File: config.mk
export PLATFORM = sky130hd
export DESIGN_NAME = low_power_mode_control
export DESIGN_NICKNAME = d
export VERILOG_FILES = /design/src/core/lpm_pkg.sv /design/src/core/low_power_mode_control.sv
export SDC_FILE = /design/constraint.sdc
export NUM_CORES = 1
export LEC_CHECK = 0
export ABC_AREA = 1
export BUFFER_PORTS_ARGS = -buffer_cell sky130_fd_sc_hd__buf_2
export CORE_MARGIN = 2
export CORE_UTILIZATION = 54
export CTS_CLUSTER_DIAMETER = 60
export DETAILED_ROUTE_END_ITERATION = 7
export PLACE_DENSITY = 0.95
export SYNTH_ARGS = -nofsm -noshare
export SYNTH_HDL_FRONTEND = slang
export SYNTH_SLANG_ARGS = --single-unit
File: constraint.sdc
create_clock -name I_SYS_CLK -period 6.9 [get_ports I_SYS_CLK]
set_input_delay 1.38 -clock I_SYS_CLK [delete_from_list [all_inputs] [get_ports I_SYS_CLK]]
set_output_delay 1.38 -clock I_SYS_CLK [all_outputs]
set_load 0.03 [all_outputs]
File: src/core/lpm_pkg.sv
// Constants, types and address map for the low-power mode controller
// What this block does
// - Two-byte vectors; converter-done vector at FFDE
// - Async serial vectors FFE2, FFE4, FFE6
// - Sync serial vectors FFE8 and FFEA
// - Timer two FFEC, FFF0; FFEE reserved
// - Timer one vectors FFF2, FFF4, FFF6
// - Wait stops core clock, bus runs
// - Stop halts core; bus unless oscillator kept
// - Converter runs in wait, may wake
// - Stop aborts conversion; resumes after interrupt wake
// - Break ends stop, sets break-during-wait flag
// - Wait clears mask; reset wake sets it
// - Stop clears mask; reset wake sets it
// - Core clock restarts after oscillator settles
// - Stop without oscillator kills clock generator outputs
// - Stop clears base clock select until software rewrites it
// - Oscillator kept: PLL off, crystal runs
// - Stop gates watchdog clock, clears prescaler
// - Stop ignored unless stop enable set
// - Reset wakes load reset vector FFFE
// - External pin falling edge wakes, vector FFFA
package lpm_pkg;

    // ------------------------------------------------------------
    // Timing
    // ------------------------------------------------------------
    localparam int CLK_PERIOD_NS = 20;
    localparam int OSC_STAB_TIME_NS = 81920;
    localparam int OSC_STAB_CYCLES = (OSC_STAB_TIME_NS + CLK_PERIOD_NS - 1) / CLK_PERIOD_NS;
    localparam int STAB_CNT_W = 13;

    // ------------------------------------------------------------
    // Wake sources and vectors
    // ------------------------------------------------------------
    localparam int NUM_SRC = 16;
    localparam int SRC_TIMEBASE = 0;
    localparam int SRC_ADC = 1;
    localparam int SRC_KEYBOARD = 2;
    localparam int SRC_IRQ_PIN = 14;
    localparam int SRC_BREAK = 15;
    localparam logic [15:0] VEC_RESET = 16'hfffe;
    localparam logic [15:0] VEC_RESERVED = 16'hffee;
    // Index 0 timebase .. 15 break, one 16-bit address each
    // All sixteen source vectors
    localparam logic [NUM_SRC*16-1:0] VEC_TABLE = {
        16'hfffc, 16'hfffa, 16'hfff8, 16'hfff6, 16'hfff4, 16'hfff2, 16'hfff0, 16'hffec,
        16'hffea, 16'hffe8, 16'hffe6, 16'hffe4, 16'hffe2, 16'hffe0, 16'hffde, 16'hffdc};
    localparam logic [NUM_SRC-1:0] WAKE_IN_WAIT = 16'hffff;
    localparam logic [NUM_SRC-1:0] WAKE_IN_STOP = 16'hc004;
    localparam logic [NUM_SRC-1:0] WAKE_STOP_OSC = 16'h0001;

    // ------------------------------------------------------------
    // Register map (byte addresses) and fields
    // ------------------------------------------------------------
    localparam logic [7:0] OFS_CONFIG = 8'h00;
    localparam logic [7:0] OFS_PLL_CTRL = 8'h04;
    localparam logic [7:0] OFS_ADC_CTRL = 8'h08;
    localparam logic [7:0] OFS_STATUS = 8'h0c;
    localparam logic [7:0] OFS_WAKE_PEND = 8'h10;
    localparam int BIT_STOP_ENABLE = 0;
    localparam int BIT_OSC_RUN_IN_STOP = 1;
    localparam int BIT_BASE_CLOCK_SELECT = 0;
    localparam int BIT_PLL_POWER_ON = 1;
    localparam int BIT_BW_FLAG = 4;
    localparam int VEC_LSB = 16;
    localparam logic [1:0] CONFIG_RESET = 2'h0;
    localparam logic [1:0] PLL_CTRL_RESET = 2'h2;
    localparam logic [4:0] ADC_CH_RESET = 5'h1f;

    // ------------------------------------------------------------
    // Types
    // ------------------------------------------------------------
    typedef enum logic [3:0] {
        ST_RUN = 4'h1,
        ST_WAIT = 4'h2,
        ST_STOP = 4'h4,
        ST_RECOVER = 4'h8
    } lpm_state_t;

    typedef struct packed {
        logic cpu_clk_en;
        logic bus_clk_en;
        logic osc_en;
        logic pll_en;
        logic crystal_clock_en;
        logic clock_gen_interrupt_en;
        logic watchdog_clk_en;
    } clk_ctrl_t;

endpackage

File: src/core/low_power_mode_control.sv
// Low-power mode controller with wake vectoring and register slave
`timescale 1ns/10ps
`default_nettype none
module low_power_mode_control
    import lpm_pkg::*;
(
    input wire logic I_SYS_CLK,
    input wire logic I_RESETN,
    input wire logic [7:0] I_AVS_ADDRESS,
    input wire logic I_AVS_READ,
    input wire logic I_AVS_WRITE,
    input wire logic [31:0] I_AVS_WRITEDATA,
    input wire logic [3:0] I_AVS_BYTEENABLE,
    output logic [31:0] O_AVS_READDATA,
    output logic O_AVS_WAITREQUEST,
    input wire logic I_WAIT_EXEC,
    input wire logic I_STOP_EXEC,
    input wire logic [15:0] I_INT_REQ,
    input wire logic I_IRQ_PIN_N,
    input wire logic I_RST_PIN_N,
    input wire logic I_WATCHDOG_TIMEOUT,
    input wire logic I_VOLTAGE_MONITOR_RESET,
    output clk_ctrl_t O_CLK_CTRL,
    output logic O_IMASK_CLR,
    output logic O_IMASK_SET,
    output logic O_CPU_RESET,
    output logic O_VECTOR_VALID,
    output logic [15:0] O_VECTOR_ADDR,
    output logic O_ADC_ABORT,
    output logic O_ADC_HOLD,
    output logic [4:0] O_ADC_CHANNEL_SELECT,
    output logic O_WATCHDOG_PRESCALE_CLR,
    output logic O_BREAK_UNIT_EN,
    output logic O_BREAK_DURING_WAIT_FLAG,
    output logic O_BASE_CLOCK_SELECT,
    output logic O_PLL_POWER_ON,
    output logic [3:0] O_MODE
);

    // ------------------------------------------------------------
    // Reset and pin synchronisers
    // ------------------------------------------------------------
    logic rst_meta_reg;
    logic rst_n;
    logic irq_meta_reg;
    logic irq_sync_reg;
    logic irq_prev_reg;
    logic rpin_meta_reg;
    logic rpin_sync_reg;

    always_ff @(posedge I_SYS_CLK or negedge I_RESETN)
    begin
        if (!I_RESETN)
        begin
            rst_meta_reg <= 1'b0;
            rst_n <= 1'b0;
        end
        else
        begin
            rst_meta_reg <= 1'b1;
            rst_n <= rst_meta_reg;
        end
    end

    always_ff @(posedge I_SYS_CLK or negedge rst_n)
    begin
        if (!rst_n)
        begin
            irq_meta_reg <= 1'b1;
            irq_sync_reg <= 1'b1;
            irq_prev_reg <= 1'b1;
            rpin_meta_reg <= 1'b1;
            rpin_sync_reg <= 1'b1;
        end
        else
        begin
            irq_meta_reg <= I_IRQ_PIN_N;
            irq_sync_reg <= irq_meta_reg;
            irq_prev_reg <= irq_sync_reg;
            rpin_meta_reg <= I_RST_PIN_N;
            rpin_sync_reg <= rpin_meta_reg;
        end
    end

    // ------------------------------------------------------------
    // Declarations
    // ------------------------------------------------------------
    lpm_state_t state_reg;
    lpm_state_t state_next;
    logic stop_enable_reg;
    logic osc_run_in_stop_reg;
    logic base_clock_select_reg;
    logic pll_power_on_reg;
    logic [4:0] adc_channel_select_reg;
    logic break_during_wait_flag_reg;
    logic irq_pend_reg;
    logic [STAB_CNT_W-1:0] stab_cnt_reg;
    logic [15:0] wake_vec_reg;
    logic wake_is_reset_reg;
    logic [NUM_SRC-1:0] src;
    logic [NUM_SRC-1:0] wake_ok;
    logic any_wake;
    logic [15:0] enc_vec;
    logic enc_break;
    logic rst_wake;
    logic irq_fall;
    logic stab_done;
    logic go_wait;
    logic go_stop;
    logic wake_now;
    logic acc;
    logic wr_en;
    logic [31:0] rd_val;
    logic bw_clr;

    assign irq_fall = irq_prev_reg & ~irq_sync_reg;
    assign rst_wake = ~rpin_sync_reg | I_WATCHDOG_TIMEOUT | I_VOLTAGE_MONITOR_RESET;
    assign stab_done = (stab_cnt_reg == STAB_CNT_W'(OSC_STAB_CYCLES - 1));
    assign go_wait = (state_reg == ST_RUN) && I_WAIT_EXEC;
    assign go_stop = (state_reg == ST_RUN) && !I_WAIT_EXEC && I_STOP_EXEC && stop_enable_reg;

    // ------------------------------------------------------------
    // Wake qualification and priority
    // ------------------------------------------------------------
    always_comb
    begin
        src = I_INT_REQ;
        src[SRC_IRQ_PIN] = I_INT_REQ[SRC_IRQ_PIN] | irq_pend_reg;
    end

    genvar gi;
    generate
        for (gi = 0; gi < NUM_SRC; gi = gi + 1)
        begin : g_qual
            assign wake_ok[gi] = src[gi] & (((state_reg == ST_WAIT) & WAKE_IN_WAIT[gi])
                | ((state_reg == ST_STOP) & (WAKE_IN_STOP[gi] | (osc_run_in_stop_reg & WAKE_STOP_OSC[gi]))));
        end
    endgenerate

    assign any_wake = |wake_ok;

    always_comb
    begin
        enc_vec = VEC_TABLE[SRC_TIMEBASE*16 +: 16];
        enc_break = 1'b0;
        for (int i = 0; i < NUM_SRC; i++)
        begin
            if (wake_ok[i])
            begin
                enc_vec = VEC_TABLE[i*16 +: 16];
                enc_break = (i == SRC_BREAK);
            end
        end
    end

    // ------------------------------------------------------------
    // Mode state machine
    // ------------------------------------------------------------
    // Three modes plus settle
    always_comb
    begin
        state_next = state_reg;
        case (state_reg)
            ST_RUN:
            begin
                if (go_wait)
                    state_next = ST_WAIT;
                else if (go_stop)
                    state_next = ST_STOP;
            end
            ST_WAIT:
            begin
                if (rst_wake || any_wake)
                    state_next = ST_RUN;
            end
            ST_STOP:
            begin
                if (rst_wake || any_wake)
                    state_next = ST_RECOVER;
            end
            ST_RECOVER:
            begin
                if (stab_done)
                    state_next = ST_RUN;
            end
            default:
                state_next = ST_RUN;
        endcase
    end

    assign wake_now = ((state_reg == ST_WAIT) && (rst_wake || any_wake)) || ((state_reg == ST_RECOVER) && stab_done);

    always_ff @(posedge I_SYS_CLK or negedge rst_n)
    begin
        if (!rst_n)
            state_reg <= ST_RUN;
        else
            state_reg <= state_next;
    end

    always_ff @(posedge I_SYS_CLK or negedge rst_n)
    begin
        if (!rst_n)
            stab_cnt_reg <= '0;
        else if (state_reg == ST_RECOVER)
            stab_cnt_reg <= stab_cnt_reg + STAB_CNT_W'(1);
        else
            stab_cnt_reg <= '0;
    end

    // Latched external edge until the wake is served
    always_ff @(posedge I_SYS_CLK or negedge rst_n)
    begin
        if (!rst_n)
            irq_pend_reg <= 1'b0;
        else if (irq_fall && state_reg != ST_RUN)
            irq_pend_reg <= 1'b1;
        else if (wake_now || state_reg == ST_RUN)
            irq_pend_reg <= 1'b0;
    end

    // Stop wake captured in stop, held while the oscillator settles
    always_ff @(posedge I_SYS_CLK or negedge rst_n)
    begin
        if (!rst_n)
        begin
            wake_vec_reg <= VEC_RESET;
            wake_is_reset_reg <= 1'b0;
        end
        else if (state_reg == ST_STOP)
        begin
            wake_is_reset_reg <= rst_wake;
            wake_vec_reg <= rst_wake ? VEC_RESET : enc_vec;
        end
    end

    // ------------------------------------------------------------
    // Core-facing pulses and vector
    // ------------------------------------------------------------
    always_ff @(posedge I_SYS_CLK or negedge rst_n)
    begin
        if (!rst_n)
        begin
            O_IMASK_CLR <= 1'b0;
            O_IMASK_SET <= 1'b0;
            O_CPU_RESET <= 1'b0;
            O_VECTOR_VALID <= 1'b0;
            O_VECTOR_ADDR <= VEC_RESET;
            O_ADC_ABORT <= 1'b0;
            O_WATCHDOG_PRESCALE_CLR <= 1'b0;
        end
        else
        begin
            O_IMASK_CLR <= go_wait || go_stop;
            O_ADC_ABORT <= go_stop;
            O_WATCHDOG_PRESCALE_CLR <= go_stop;
            O_VECTOR_VALID <= wake_now;
            if (state_reg == ST_WAIT && wake_now)
            begin
                O_IMASK_SET <= rst_wake;
                O_CPU_RESET <= rst_wake;
                O_VECTOR_ADDR <= rst_wake ? VEC_RESET : enc_vec;
            end
            else if (state_reg == ST_RECOVER && wake_now)
            begin
                O_IMASK_SET <= wake_is_reset_reg;
                O_CPU_RESET <= wake_is_reset_reg;
                O_VECTOR_ADDR <= wake_vec_reg;
            end
            else
            begin
                O_IMASK_SET <= 1'b0;
                O_CPU_RESET <= 1'b0;
            end
        end
    end

    // ------------------------------------------------------------
    // Clock enables per mode
    // ------------------------------------------------------------
    always_ff @(posedge I_SYS_CLK or negedge rst_n)
    begin
        if (!rst_n)
        begin
            O_CLK_CTRL <= '{1'b1, 1'b1, 1'b1, 1'b1, 1'b1, 1'b1, 1'b1};
            O_ADC_HOLD <= 1'b0;
            O_BREAK_UNIT_EN <= 1'b1;
            O_MODE <= ST_RUN;
        end
        else
        begin
            O_MODE <= state_next;
            // Core off, bus on in wait
            O_CLK_CTRL.cpu_clk_en <= (state_next == ST_RUN);
            // Bus off in stop unless oscillator kept
            O_CLK_CTRL.bus_clk_en <= (state_next == ST_RUN) || (state_next == ST_WAIT)
                || ((state_next == ST_STOP) && osc_run_in_stop_reg);
            O_CLK_CTRL.osc_en <= !((state_next == ST_STOP) && !osc_run_in_stop_reg);
            O_CLK_CTRL.crystal_clock_en <= !((state_next == ST_STOP) && !osc_run_in_stop_reg)
                && (state_next != ST_RECOVER);
            O_CLK_CTRL.pll_en <= pll_power_on_reg && (state_next != ST_STOP) && (state_next != ST_RECOVER);
            O_CLK_CTRL.clock_gen_interrupt_en <= (state_next != ST_STOP) && (state_next != ST_RECOVER);
            O_CLK_CTRL.watchdog_clk_en <= (state_next != ST_STOP) && (state_next != ST_RECOVER);
            O_ADC_HOLD <= (state_next == ST_STOP) || (state_next == ST_RECOVER);
            O_BREAK_UNIT_EN <= (state_next != ST_STOP);
        end
    end

    // ------------------------------------------------------------
    // Avalon-MM slave, one wait cycle per access
    // ------------------------------------------------------------
    assign acc = (I_AVS_READ || I_AVS_WRITE) && O_AVS_WAITREQUEST;
    assign wr_en = I_AVS_WRITE && !O_AVS_WAITREQUEST;
    assign bw_clr = wr_en && (I_AVS_ADDRESS == OFS_STATUS) && I_AVS_BYTEENABLE[0]
        && I_AVS_WRITEDATA[BIT_BW_FLAG];

    always_comb
    begin
        rd_val = 32'h0000_0000;
        if (I_AVS_ADDRESS == OFS_CONFIG)
        begin
            rd_val[BIT_STOP_ENABLE] = stop_enable_reg;
            rd_val[BIT_OSC_RUN_IN_STOP] = osc_run_in_stop_reg;
        end
        else if (I_AVS_ADDRESS == OFS_PLL_CTRL)
        begin
            rd_val[BIT_BASE_CLOCK_SELECT] = base_clock_select_reg;
            rd_val[BIT_PLL_POWER_ON] = pll_power_on_reg;
        end
        else if (I_AVS_ADDRESS == OFS_ADC_CTRL)
            rd_val[4:0] = adc_channel_select_reg;
        else if (I_AVS_ADDRESS == OFS_STATUS)
        begin
            rd_val[3:0] = state_reg;
            rd_val[BIT_BW_FLAG] = break_during_wait_flag_reg;
            rd_val[VEC_LSB +: 16] = O_VECTOR_ADDR;
        end
        else if (I_AVS_ADDRESS == OFS_WAKE_PEND)
            rd_val[NUM_SRC-1:0] = src;
    end

    always_ff @(posedge I_SYS_CLK or negedge rst_n)
    begin
        if (!rst_n)
        begin
            O_AVS_WAITREQUEST <= 1'b1;
            O_AVS_READDATA <= 32'h0000_0000;
        end
        else
        begin
            O_AVS_WAITREQUEST <= !acc;
            if (acc && I_AVS_READ)
                O_AVS_READDATA <= rd_val;
        end
    end

    // Configuration bits
    always_ff @(posedge I_SYS_CLK or negedge rst_n)
    begin
        if (!rst_n)
        begin
            stop_enable_reg <= CONFIG_RESET[BIT_STOP_ENABLE];
            osc_run_in_stop_reg <= CONFIG_RESET[BIT_OSC_RUN_IN_STOP];
            adc_channel_select_reg <= ADC_CH_RESET;
        end
        else if (wr_en && I_AVS_BYTEENABLE[0])
        begin
            if (I_AVS_ADDRESS == OFS_CONFIG)
            begin
                stop_enable_reg <= I_AVS_WRITEDATA[BIT_STOP_ENABLE];
                osc_run_in_stop_reg <= I_AVS_WRITEDATA[BIT_OSC_RUN_IN_STOP];
            end
            else if (I_AVS_ADDRESS == OFS_ADC_CTRL)
                adc_channel_select_reg <= I_AVS_WRITEDATA[4:0];
        end
    end

    // PLL control; stop entry forces crystal source
    always_ff @(posedge I_SYS_CLK or negedge rst_n)
    begin
        if (!rst_n)
        begin
            base_clock_select_reg <= PLL_CTRL_RESET[BIT_BASE_CLOCK_SELECT];
            pll_power_on_reg <= PLL_CTRL_RESET[BIT_PLL_POWER_ON];
        end
        else
        begin
            if (wr_en && I_AVS_BYTEENABLE[0] && I_AVS_ADDRESS == OFS_PLL_CTRL)
            begin
                base_clock_select_reg <= I_AVS_WRITEDATA[BIT_BASE_CLOCK_SELECT];
                pll_power_on_reg <= I_AVS_WRITEDATA[BIT_PLL_POWER_ON];
            end
            if (go_stop)
                base_clock_select_reg <= 1'b0;
        end
    end

    // Break wake sets flag, set wins
    always_ff @(posedge I_SYS_CLK or negedge rst_n)
    begin
        if (!rst_n)
            break_during_wait_flag_reg <= 1'b0;
        else if ((state_reg == ST_WAIT || state_reg == ST_STOP) && !rst_wake && enc_break && any_wake)
            break_during_wait_flag_reg <= 1'b1;
        else if (bw_clr)
            break_during_wait_flag_reg <= 1'b0;
    end

    // ------------------------------------------------------------
    // Register copies to outputs
    // ------------------------------------------------------------
    always_ff @(posedge I_SYS_CLK or negedge rst_n)
    begin
        if (!rst_n)
        begin
            O_ADC_CHANNEL_SELECT <= ADC_CH_RESET;
            O_BREAK_DURING_WAIT_FLAG <= 1'b0;
            O_BASE_CLOCK_SELECT <= PLL_CTRL_RESET[BIT_BASE_CLOCK_SELECT];
            O_PLL_POWER_ON <= PLL_CTRL_RESET[BIT_PLL_POWER_ON];
        end
        else
        begin
            O_ADC_CHANNEL_SELECT <= adc_channel_select_reg;
            O_BREAK_DURING_WAIT_FLAG <= break_during_wait_flag_reg;
            O_BASE_CLOCK_SELECT <= base_clock_select_reg;
            O_PLL_POWER_ON <= pll_power_on_reg;
        end
    end

endmodule
`default_nettype wire

==> flow_summary.yaml <==
timing:
  finalMaxSlewViolations: 0
  finalSetupViolCount: 0
  fin_worst_skew_ns: 0.008538
  rsz0062_at_grt: "no"
  fin_crit_sh_pct: 42.71
  tns_ns: 0
  fmax_mhz: 339.3
  finalHoldViolCount: 0
  worst_pin_slew_ns: 1.067
  fin_crit_ns: 2.947
  relSlewSlack_pct: 28.89
  finalWorstSetupSlack_ns: 3.953
setup_path:
  end_kind: "register"
  cp-start-kind: "input pin"
  cp_data_required_time_ns: 7.17
  crit_type: "input pin to register"
  crit_path_max_fanout: 27
  arrival_ns: 3.22
global_route:
  grt_pass1_wl_mm: 15.34
  grt_pass1_vias: 3293
  globalRouteOverflowTotal: 0
  antenna_found_initial: 0
  grt_max_degree: 88
  grt_usage_pct: 23.06
status:
  outcome: "finished, violations left"
  failed_checks: "DRC"
floorplan:
  ios: 146
  core_area_um2: 7292
  start_util_pct: 56.18
  die-area_um2: 8298
  die_h_um: 91.10
  rows: 31
  fp.dieW_um: 91.10
clock_tree:
  htree_levels: 3
  cts-root-buf: "clkbuf_8"
  postCtsSetupBuffers: 0
  cts_buffer_depth: 2
  cts_resized: 0
  clock_latency_ns: 0.36
  cts_made_buffers: 9
  clkTransAtPathRegs_ns: 0.08
  cts.sinks: 89
  cts_hold_buffers: 0
  cts_tree: "built"
routing:
  wirelength_mm: 9.156
  dr.pass1.iters: 8
  drc_errors: 1
  via_per_inst: 5.293
  num_vias: 3430
  routedWlPerCell_um: 14.13
  ant_nets: 0
  detail_route.iter0.violations: 246
pwr:
  leakage_uw: 0.002508
  ir_drop_uv: 145.1
  power_density_nw_per_um2: 281.0
run:
  cap_violations: 0
final_layout:
  final_common_cell: "nand2_1"
  drive_gt1_share_pct: 35.15
  largest_register_ffs: 22
  layout_common_cells: "108 x nand2_1, 103 x buf_2, 52 x dfrtp_1"
  antenna_cells: 0
  syn2layout_area_growth_pct: 16.80
  nNetsFinal: 615
logic_synthesis:
  synth_flop_cell: "dfrtp_1"
  synth_seq_area_share_pct: 55.47
  synth.cell_area_um2: 4096
  synth_cell_type_count: 44
  yosys_warnings: 0
  ys_ff_latch: 89
  synthArstFlopShare_pct: 100.0
  syn_inst: 449
  synth_edf_count: 0
  syn_area_per_cell_um2: 9.123
place:
  dp_worst_setup_slack_ns: 3.583
  routabilityCongestion: 0.8729
  hpwlAfterDp_mm: 6.893
  portBuffers: 103
worst_hold_path:
  hold_path_class: "register to register"
[where the power goes]
group / internal (uW) / switching [uW]
clock network: 207 / 185
logic: 93.3 / 236
registers: 584 / 39.2
total: 884 / 460
[stage by stage]
| step | util (%) | total power, uW | hold WS [ns] | std cells | area (um^2) |
|---|---|---|---|---|---|
| global route | 65.61 | 1411 | 0.3670 | 648 | 4785 |
| detailed placement | 62.61 | 960.0 | 0.3388 | 632 | 4566 |
| finish | 65.61 | 1345 | 0.3579 | 648 | 4785 |
| floorplan | - | 879.1 | 0.3312 | 460 | 4138 |
| CTS | 65.61 | 1351 | 0.3590 | 648 | 4785 |
| global placement | 62.61 | 948.1 | 0.3392 | 632 | 4566 |
[routing by layer]
metal / share of wire [%] / vias to the layer above / wire [um] / track usage [%]
met5: 0 / - / 0 / 0
met4: 2.4 / 0 / 223 / 11.11
met3: 6.4 / 27 / 590 / 3.900
met2: 51 / 158 / 4639 / 37.96
met1: 40 / 1646 / 3703 / 29.72
li1: - / 1599 / - / -
[worst max-delay path, cell delays in order]
cell and delay (ns):
buf_2 0.09, nor2_1 0.04, inv_1 0.06, nand3_1 0.65, inv_1 0.62, nand2_1 0.19
o21ai_0 0.20
[cell usage after synthesis, types with 3 or more instances]
cell | instances | area share, %
o21ai_1 | 7 | 0.86
buf_4 | 24 | 4.4
clkbuf_1 | 4 | 0.37
dfrtp_1 | 53 | 32
inv_1 | 43 | 3.9
nand2_2 | 8 | 1.2
nor2_2 | 6 | 0.92
nor2_4 | 3 | 0.82
dfstp_2 | 36 | 23
nand4_1 | 7 | 1.1
nand3_1 | 27 | 3.3
nand2_4 | 3 | 0.82
nand2_1 | 108 | 9.9
a221oi_1 | 4 | 0.86
nor3_1 | 7 | 0.86
a21oi_1 | 9 | 1.1
inv_2 | 4 | 0.37
nor2_1 | 32 | 2.9
o21ai_0 | 32 | 3.9
[worst paths after layout]
path,cells after the start,start,slack [ns],to
worst max-delay path,7,I_AVS_WRITE,3.95,O_AVS_READDATA[20]
worst min-delay path,0,irq_meta_reg,0.36,irq_sync_reg
worst max register to register,4,O_AVS_WAITREQUEST,4.58,O_AVS_READDATA[20]
worst min register to register,0,irq_meta_reg,0.36,irq_sync_reg
max in group asynchronous,0,rst_n,5.69,stab_cnt_reg[7]
min in group asynchronous,0,rst_n,0.55,O_MODE[3]
[final cells by class]
cell class                 instances  area [um^2]
clock buffer                      10        127.6
clock inverter                     6        91.34
fill                             621         2507
inverter                          49        188.9
multi-input combinational        292         1461
sequential                        89         2276
tap                               99        123.9
timing repair buffer             103        515.5
[cell families after synthesis]
family	count (synthesis)	share of synthesized area, %
compound gates	62	8.613
fa+ha+maj	1	0.3054
simple gates	213	24.80
other cells	2	0.1833
xor+xnor	1	0.2138
mux	2	0.5497
buf+inv	79	9.865
flops	89	55.47
Note: power is estimated with default switching activity, not from simulation.
